[config.mk]
export PLATFORM = sky130hd
export DESIGN_NAME = pcc_ctrl
export DESIGN_NICKNAME = d
export VERILOG_FILES = /design/src/pcc_pkg.sv /design/src/pcc_ctrl.sv
export SDC_FILE = /design/constraint.sdc
export NUM_CORES = 1
export LEC_CHECK = 0
export ABC_AREA = 0
export BUFFER_PORTS_ARGS = -buffer_cell sky130_fd_sc_hd__buf_4
export CORE_MARGIN = 2
export CORE_UTILIZATION = 37
export DETAILED_ROUTE_END_ITERATION = 12
export PLACE_DENSITY = 0.73
export REMOVE_ABC_BUFFERS = 1
export SYNTH_ARGS = -nofsm -noshare
export SYNTH_HDL_FRONTEND = slang
export SYNTH_SLANG_ARGS = --single-unit
[constraint.sdc]
create_clock -name hclk -period 5.78 [get_ports hclk]
set_clock_uncertainty 0.2 [all_clocks]
set_input_delay 0.289 -clock hclk [delete_from_list [all_inputs] [get_ports hclk]]
set_output_delay 0.289 -clock hclk [all_outputs]
set_load 0.02 [all_outputs]
[src/pcc_pkg.sv]
`default_nettype none
package pcc_pkg;
	localparam logic [7:0] PCC_OFS_PRR = 8'h00;
	localparam logic [7:0] PCC_OFS_PER = 8'h04;
	localparam logic [7:0] PCC_OFS_AMP = 8'h08;
	localparam logic [7:0] PCC_OFS_ISEL = 8'h0c;
	localparam logic [7:0] PCC_OFS_MODE = 8'h10;
	localparam logic [7:0] PCC_OFS_FILT = 8'h14;
	// Register bit positions; AMP and CMP are shared by the peripheral reset and clock-enable registers
	localparam int PCC_B_AMP = 2;
	localparam int PCC_B_CMP = 5;
	localparam int PCC_B_AMP_EN = 7;
	localparam int PCC_B_FGND = 3;
	localparam int PCC_B_MON = 3;
	localparam int PCC_B_VRF = 2;
	localparam int PCC_B_WDE = 1;
	localparam int PCC_B_ENB = 0;
	localparam int PCC_B_EDG = 3;
	localparam int PCC_B_EPO = 2;
	localparam logic [7:0] PCC_PRR_MASK = 8'h24;
	localparam logic [7:0] PCC_PER_MASK = 8'h24;
	localparam logic [7:0] PCC_AMP_MASK = 8'h8b;
	localparam logic [7:0] PCC_ISEL_MASK = 8'h0f;
	localparam logic [7:0] PCC_MODE_MASK = 8'h07;
	localparam logic [7:0] PCC_FILT_MASK = 8'h0f;
	localparam logic [7:0] PCC_RST_PRR = 8'h00;
	localparam logic [7:0] PCC_RST_PER = 8'h00;
	localparam logic [7:0] PCC_RST_AMP = 8'h00;
	localparam logic [7:0] PCC_RST_ISEL = 8'h00;
	localparam logic [7:0] PCC_RST_MODE = 8'h00;
	localparam logic [7:0] PCC_RST_FILT = 8'h00;
	localparam logic [1:0] PCC_FILT_OFF = 2'h0;
	localparam logic [1:0] PCC_FILT_D1 = 2'h1;
	localparam logic [1:0] PCC_FILT_D8 = 2'h2;
	localparam logic [1:0] PCC_FILT_D32 = 2'h3;
	localparam logic [4:0] PCC_DIV8_LAST = 5'h07;
	localparam logic [4:0] PCC_DIV32_LAST = 5'h1f;
	localparam int PCC_FILT_AGREE = 3;
endpackage
`default_nettype wire

[src/pcc_ctrl.sv]
// Implementation choices: the register offsets and the AHB-Lite register port.
`default_nettype none
module pcc_ctrl import pcc_pkg::*; #(
	parameter int AGREE = PCC_FILT_AGREE
) (
	input wire logic hclk,
	input wire logic hresetn,
	input wire logic hsel,
	input wire logic [31:0] haddr,
	input wire logic [1:0] htrans,
	input wire logic hwrite,
	input wire logic [2:0] hsize,
	input wire logic [31:0] hwdata,
	input wire logic hready,
	output logic hreadyout,
	output logic hresp,
	output logic [31:0] hrdata,
	input wire logic cmp_result,
	output logic amp_reset,
	output logic amp_enable,
	output logic [3:0] amp_gain_sel,
	output logic amp_fb_ground_pin,
	output logic cmp_reset,
	output logic cmp_clock_on,
	output logic [2:0] cmp_pos_sel,
	output logic [2:0] cmp_neg_sel,
	output logic cmp_ref_bandgap,
	output logic cmp_window,
	output logic cmp_enable,
	output logic cmp_filtered,
	output logic cmp_irq
);
	// One-hot decode of a two-bit field; code 3 sets bit 3
	function automatic logic [3:0] dec2(input logic [1:0] f);
		dec2 = 4'h1 << f;
	endfunction

	logic dp_valid_r, dp_write_r, rd_wait_r;
	logic [7:0] dp_addr_r;
	logic [7:0] prr_r, per_r, amp_r, isel_r, mode_r, filt_r;
	logic cmp_in_r, filt_out_r, prev_r, irq_r;
	logic [4:0] div_r;
	localparam int AW = $clog2(AGREE + 1);
	logic [AW-1:0] agree_r;
	logic [3:0] pos_dec, neg_dec;
	logic addr_take, wr_now, amp_rst, amp_clk, cmp_rst, cmp_clk, cmp_on;
	logic strobe, edge_hit, rise, fall;
	logic [7:0] rd_mux, wbyte;

	assign addr_take = hsel && htrans[1] && hready;
	assign wr_now = dp_valid_r && dp_write_r;
	assign wbyte = hwdata[7:0];
	assign amp_rst = prr_r[PCC_B_AMP];
	assign amp_clk = per_r[PCC_B_AMP];
	assign cmp_rst = prr_r[PCC_B_CMP];
	assign cmp_clk = per_r[PCC_B_CMP];
	assign cmp_on = mode_r[PCC_B_ENB] && cmp_clk && !cmp_rst;

	// Address phase capture
	always_ff @(posedge hclk or negedge hresetn) begin
		if (!hresetn) begin
			dp_valid_r <= 1'b0;
			dp_write_r <= 1'b0;
			dp_addr_r <= 8'h00;
		end else if (hready) begin
			dp_valid_r <= addr_take;
			dp_write_r <= hwrite;
			dp_addr_r <= {haddr[7:2], 2'b00};
		end
	end

	// Reads take one wait state so that hrdata comes from a flop and sees
	// a write made in the cycle just before
	always_ff @(posedge hclk or negedge hresetn) begin
		if (!hresetn) begin
			rd_wait_r <= 1'b0;
		end else begin
			rd_wait_r <= dp_valid_r && !dp_write_r && !rd_wait_r;
		end
	end

	assign hreadyout = !(dp_valid_r && !dp_write_r && !rd_wait_r);
	assign hresp = 1'b0;

	always_comb begin
		rd_mux = 8'h00;
		unique case (dp_addr_r)
			PCC_OFS_PRR: rd_mux = prr_r;
			PCC_OFS_PER: rd_mux = per_r;
			PCC_OFS_AMP: rd_mux = amp_clk ? amp_r : 8'h00;
			PCC_OFS_ISEL: rd_mux = isel_r;
			PCC_OFS_MODE: rd_mux = mode_r | {4'h0, cmp_on && cmp_in_r, 3'h0};
			PCC_OFS_FILT: rd_mux = filt_r;
			default: rd_mux = 8'h00;
		endcase
	end

	always_ff @(posedge hclk or negedge hresetn) begin
		if (!hresetn) begin
			hrdata <= 32'h0000_0000;
		end else if (dp_valid_r && !dp_write_r && !rd_wait_r) begin
			hrdata <= {24'h00_0000, rd_mux};
		end
	end

	always_ff @(posedge hclk or negedge hresetn) begin
		if (!hresetn) begin
			prr_r <= PCC_RST_PRR;
			per_r <= PCC_RST_PER;
		end else if (wr_now) begin
			if (dp_addr_r == PCC_OFS_PRR) begin
				prr_r <= wbyte & PCC_PRR_MASK;
			end
			if (dp_addr_r == PCC_OFS_PER) begin
				per_r <= wbyte & PCC_PER_MASK;
			end
		end
	end

	// Amplifier register: cleared in reset only while its clock is on, frozen without its clock
	always_ff @(posedge hclk or negedge hresetn) begin
		if (!hresetn) begin
			amp_r <= PCC_RST_AMP;
		end else if (amp_rst && amp_clk) begin
			amp_r <= PCC_RST_AMP;
		end else if (wr_now && amp_clk && dp_addr_r == PCC_OFS_AMP) begin
			amp_r <= wbyte & PCC_AMP_MASK;
		end
	end

	// Comparator registers share the peripheral reset and clock gate
	always_ff @(posedge hclk or negedge hresetn) begin
		if (!hresetn) begin
			isel_r <= PCC_RST_ISEL;
			mode_r <= PCC_RST_MODE;
			filt_r <= PCC_RST_FILT;
		end else if (cmp_rst) begin
			isel_r <= PCC_RST_ISEL;
			mode_r <= PCC_RST_MODE;
			filt_r <= PCC_RST_FILT;
		end else if (wr_now && cmp_clk) begin
			if (dp_addr_r == PCC_OFS_ISEL) begin
				isel_r <= wbyte & PCC_ISEL_MASK;
			end
			if (dp_addr_r == PCC_OFS_MODE) begin
				mode_r <= wbyte & PCC_MODE_MASK;
			end
			if (dp_addr_r == PCC_OFS_FILT) begin
				filt_r <= wbyte & PCC_FILT_MASK;
			end
		end
	end

	// Analog-facing controls
	assign amp_reset = amp_rst;
	assign amp_enable = amp_r[PCC_B_AMP_EN] && !amp_rst && amp_clk;
	assign amp_gain_sel = dec2(amp_r[1:0]);
	assign amp_fb_ground_pin = amp_r[PCC_B_FGND];
	assign cmp_reset = cmp_rst;
	assign cmp_clock_on = cmp_clk;
	// The forbidden code 3 connects nothing rather than two sources at once
	assign pos_dec = dec2(isel_r[3:2]);
	assign neg_dec = dec2(isel_r[1:0]);
	assign cmp_pos_sel = pos_dec[2:0] & 3'h6;
	assign cmp_neg_sel = neg_dec[2:0] & 3'h6;
	assign cmp_ref_bandgap = mode_r[PCC_B_VRF];
	assign cmp_window = mode_r[PCC_B_WDE];
	assign cmp_enable = cmp_on;

	// The comparator result is already a window/standard decision from the
	// analog side, so one sampling flop is all the digital path needs
	always_ff @(posedge hclk or negedge hresetn) begin
		if (!hresetn) begin
			cmp_in_r <= 1'b0;
		end else begin
			cmp_in_r <= cmp_result;
		end
	end

	// Sampling prescaler
	always_ff @(posedge hclk or negedge hresetn) begin
		if (!hresetn) begin
			div_r <= 5'h00;
		end else begin
			div_r <= div_r + 5'h01;
		end
	end

	always_comb begin
		strobe = 1'b0;
		unique case (filt_r[1:0])
			PCC_FILT_OFF: strobe = 1'b1;
			PCC_FILT_D1: strobe = 1'b1;
			PCC_FILT_D8: strobe = (div_r[2:0] == PCC_DIV8_LAST[2:0]);
			PCC_FILT_D32: strobe = (div_r == PCC_DIV32_LAST);
		endcase
	end

	// Majority-free agreement filter: a new level must repeat AGREE times
	always_ff @(posedge hclk or negedge hresetn) begin
		if (!hresetn) begin
			filt_out_r <= 1'b0;
			agree_r <= '0;
		end else if (!cmp_on) begin
			filt_out_r <= cmp_in_r;
			agree_r <= '0;
		end else if (filt_r[1:0] == PCC_FILT_OFF) begin
			filt_out_r <= cmp_in_r;
			agree_r <= '0;
		end else if (strobe) begin
			if (cmp_in_r == filt_out_r) begin
				agree_r <= '0;
			end else if (agree_r == AW'(AGREE - 1)) begin
				filt_out_r <= cmp_in_r;
				agree_r <= '0;
			end else begin
				agree_r <= agree_r + 1'b1;
			end
		end
	end

	always_ff @(posedge hclk or negedge hresetn) begin
		if (!hresetn) begin
			prev_r <= 1'b0;
		end else begin
			prev_r <= filt_out_r;
		end
	end

	assign rise = filt_out_r && !prev_r;
	assign fall = !filt_out_r && prev_r;
	always_comb begin
		if (filt_r[PCC_B_EDG]) begin
			edge_hit = rise || fall;
		end else begin
			edge_hit = filt_r[PCC_B_EPO] ? fall : rise;
		end
	end

	always_ff @(posedge hclk or negedge hresetn) begin
		if (!hresetn) begin
			irq_r <= 1'b0;
		end else begin
			irq_r <= edge_hit && cmp_on;
		end
	end

	assign cmp_irq = irq_r;
	assign cmp_filtered = filt_out_r;
endmodule // pcc_ctrl
`default_nettype wire

==> summary by stage <==
Setup path
The sort of element at the end of the critical path is a register. The launch point of the worst reg-to-reg path is div_r[0]. Data on the critical path is required at its endpoint by 5.77 ns. The critical path data arrival time is 2.23 ns. The logic depth of the worst register-to-register path is 7. The slowest stage cell on the critical path is dfrtp_1. In this design, the stage delay of the slowest critical-path cell is 0.40 ns. The critical path in this run is classified as reg -> reg. The critical path goes through ha_1 > and3_1 > ha_1 > mux2i_1 > a21oi_1 > a21oi_1 > mux2_2. In this run the worst path has a maximum fanout of 4. In this run the critical register-to-register path is captured at cmp_filtered. STA classifies the critical path startpoint as a register. The worst setup slack for register-to-register paths is 3.54 ns.

Timing
The final period utilization is 0.387. The top achievable clock speed is 0.447 GHz. The total count of max-transition violations in the final report was 0.

The number of hold violations in the final report is 0. The transition time at the pin with the least slew margin is 0.645 ns. Headroom to the max-slew limit came out at 0.566.

Setup violations remaining at the end of the flow were counted as 0. Setup repair after global routing left no endpoint under its margin. The aggregate negative setup slack is 0 ns. The smallest clock period supported by the final layout is computed as 2.24 ns.

Drt
The ratio of routed vias to standard cells is 5.06. The per-cell routed wire length is 14.0 microns. The number of remaining DRC errors is 0. Summing over every cut layer, the via total after detailed routing is 1696. The remaining number of nets flagged by the antenna check after routing is 0.

Wires add up to 4700 microns. After the first detailed-routing iteration, the DRC count stood at 139. Before antenna repair, the detailed router went through 4 iterations.

Synth
Of all flip-flops after synthesis, the portion carrying an async set or reset was 1.00. After synthesis, the cell types taking the most area are dfrtp_1, buf_4, mux2_2. The fraction of the mapped netlist area in compound gates is 0.0938. Among all flip-flop cells after synthesis, the most frequent one is dfrtp_1. Counting every instance in the synthesized netlist gives 217. The adder-cell share of the synthesized area is 0.0268. The cell taking the most area after synthesis is dfrtp_1.

The netlist uses 38 different library cells. Of the total synthesized cell area, the portion taken by XOR and XNOR cells is 0.00751. In this run the cell area of the synthesized design comes to 2330 sq um.

The Yosys step of the flow raised 0 warnings. The share of the synthesized area in the top cell type is 0.483. The number of synthesized register bits is 45. After synthesis, the mean cell area works out to 10.8 sq um. For this run, the register share of the synthesized area comes to 0.483. The multiplexer area fraction after synthesis is 0.124. Counting flops with a built-in enable in the synthesized netlist gives 0. Of the total synthesized cell area, the portion taken by AND, OR, NAND and NOR gates is 0.148.

By area, the combinational part of the netlist is dominated by simple AND/OR/NAND/NOR gates.

Final layout
The total area of multi-input combinational cells is 1040 sq um. The share of cells above drive strength 1 is 0.265. The final-layout fill cell count is 562. Summing all flip-flop and latch instances after layout gives 1130 sq um.

The number of nets in the finished design is 339. The share of the core filled with cells is 0.460. The area growth from synthesis to final layout is 18.2%. The antenna diode count is 0. The finished layout holds 335 standard cells, fillers aside.

Power and ir drop
IR analysis of the VDD net gives a maximum drop of 0.215 mV. In this run the power density over the cells is 251 nW/um^2. The static power due to leakage is 1.35 nW.

Clock network
The clock passes through at most 2 buffers. The post-cts resize count is 0. The post-CTS setup buffer count is 0. After clock tree synthesis, the clock-pin slew on the worst setup and hold paths is 0.08 ns.

The CTS tree is yes. The hold-fix buffer count after cts is 2. The count of H-tree levels built during CTS is 2.

The number of clock buffers inserted by TritonCTS is 5. The insertion delay of the later-clocked pin in the worst-skew pair is 0.30 ns. CTS saw 45 sinks.

The cell sitting at the root of the clock tree is a clkbuf_8.

Floorplan
The width of the die is 83.4 microns. The vertical extent of the die is 83.4 microns. The core region is 5990 sq um. The I/O pin total is 129. The die footprint is 6960 sq um. The initial utilization of the core area, before any placement, comes to 0.390. The number of standard-cell rows in the floorplan is 28.

Status
The run finished with clean final reports.

Hold path
The worst hold path belongs to the class in -> reg. Along the worst hold path, the cell count comes to 2. In this run the most critical hold path is launched from haddr[7]. The worst hold endpoint is dp_addr_r[7].

Placed design
Detailed placement ended at an HPWL of 3530 microns. The congestion estimate from routability-driven global placement came to 0.885. The number of cells in the design after placement is 325. Buffers placed on the I/O ports in this run total 43.

Global route
Global routing finished with a remaining overflow of 0. The via count of the first global-routing pass was 1600. The total global-route track usage is 0.138.

The maximum number of pins on one net before global-route repair is 46. The initial antenna violation count is 0. The global-route wire length before repair is 7670 microns.

Flow run
The reported max-cap violation count is 0.
sequential cells by signal, summed over array words and instances, names as in the netlist, 3 cells and up:
signal,cells
amp_r,4
isel_r,4
filt_r,4
mode_r,3
dp_addr_r,6
hrdata,6
div_r,5
how the worst max path moves through the flow:
stage             start           end  slack, ns  cells past startpoint
2_1_floorplan  div_r[0]  cmp_filtered       3.73                      7
4_1_cts        div_r[0]  cmp_filtered       3.54                      7
3_5_place_dp   div_r[0]  cmp_filtered       3.58                      7
5_1_grt        div_r[0]  cmp_filtered       3.42                      7
6_report       div_r[0]  cmp_filtered       3.54                      7
3_3_place_gp   div_r[0]  cmp_filtered       3.63                      7
routing by layer:
| layer | vias to the layer above | wire [microns] | GRT usage |
|---|---|---|---|
| li1 | 796 | - | - |
| met1 | 824 | 2000 | 0.177 |
| met2 | 66 | 2320 | 0.219 |
| met3 | 10 | 292 | 0.0358 |
| met4 | 0 | 90 | 0.0645 |
| met5 | - | 0 | 0 |
synthesized netlist by cell type (4+ instances only):
master,n
nand2_1,12
dfrtp_1,45
nand4_1,4
buf_4,29
ha_1,5
nor2b_1,8
mux2_2,15
nor2_1,12
inv_1,5
and3_1,4
o21ai_0,4
mux2i_1,12
clkbuf_1,9
a21oi_1,12
nand3_1,8
critical path: cells and delay by family (launching register included):
kind	cells	cell delay (ns)
simple gates	1	0.18
flops	1	0.40
mux	2	0.64
compound gates	2	0.32
fa+ha+maj	2	0.38
metrics by stage:
step / hold slack, ns / power [mW] / setup WS (ns) / area (sq um)
final: 0.0111 / 0.693 / 3.54 / 2760
after global routing: 0.0135 / 0.722 / 3.42 / 2760
after global placement: 0.119 / 0.420 / 3.63 / 2600
after detailed placement: 0.120 / 0.422 / 3.58 / 2600
after floorplan: -0.207 / 0.388 / 3.73 / 2190
after CTS: 0.00805 / 0.699 / 3.54 / 2760
logic make-up (layout without fill, tap and decap cells):
family,Yosys count,after routing
AO/OA/AOI/OAI,32,32
XOR/XNOR,2,2
adder cells (fa/ha/maj),5,5
buffers and inverters,43,58
flip-flops,45,45
multiplexers,27,27
other,1,29
AND/OR/NAND/NOR,62,62
layout by cell type (no fill, tap or decap), types with 2 or more instances in the layout:
cell	Yosys	routed
a222oi_1	2	2
nor4_1	2	2
nor2b_1	8	8
dlygate4sd3_1	0	2
mux2i_1	12	12
inv_1	5	5
xnor2_1	2	2
a22o_1	3	3
and3_1	4	4
dfrtp_1	45	45
buf_4	29	43
nand3_1	8	8
ha_1	5	5
conb_1	1	29
nor3_1	2	2
o21ai_0	4	4
a32oi_1	3	3
clkbuf_8	0	5
a21oi_1	12	12
nand2_1	12	12
bufinv_16	0	2
and2_1	3	3
mux2_2	15	15
nor2_1	12	12
nand4_1	4	4
layout make-up:
| type | count | share of cell area |
|---|---|---|
| clock buffer | 5 | 0.0250 |
| clock inverter | 3 | 0.0236 |
| inverter | 5 | 0.00681 |
| multi-input combinational | 157 | 0.378 |
| sequential | 45 | 0.408 |
| tap | 75 | 0.0340 |
| timing repair buffer | 45 | 0.124 |
report_power, final:
part	total, mW	switching [mW]	internal, mW
Combinational	0.0704	0.0426	0.0279
Clock	0.275	0.104	0.172
Sequential	0.347	0.0225	0.325
Total	0.693	0.169	0.524
Note: power is estimated with default switching activity, not from simulation.
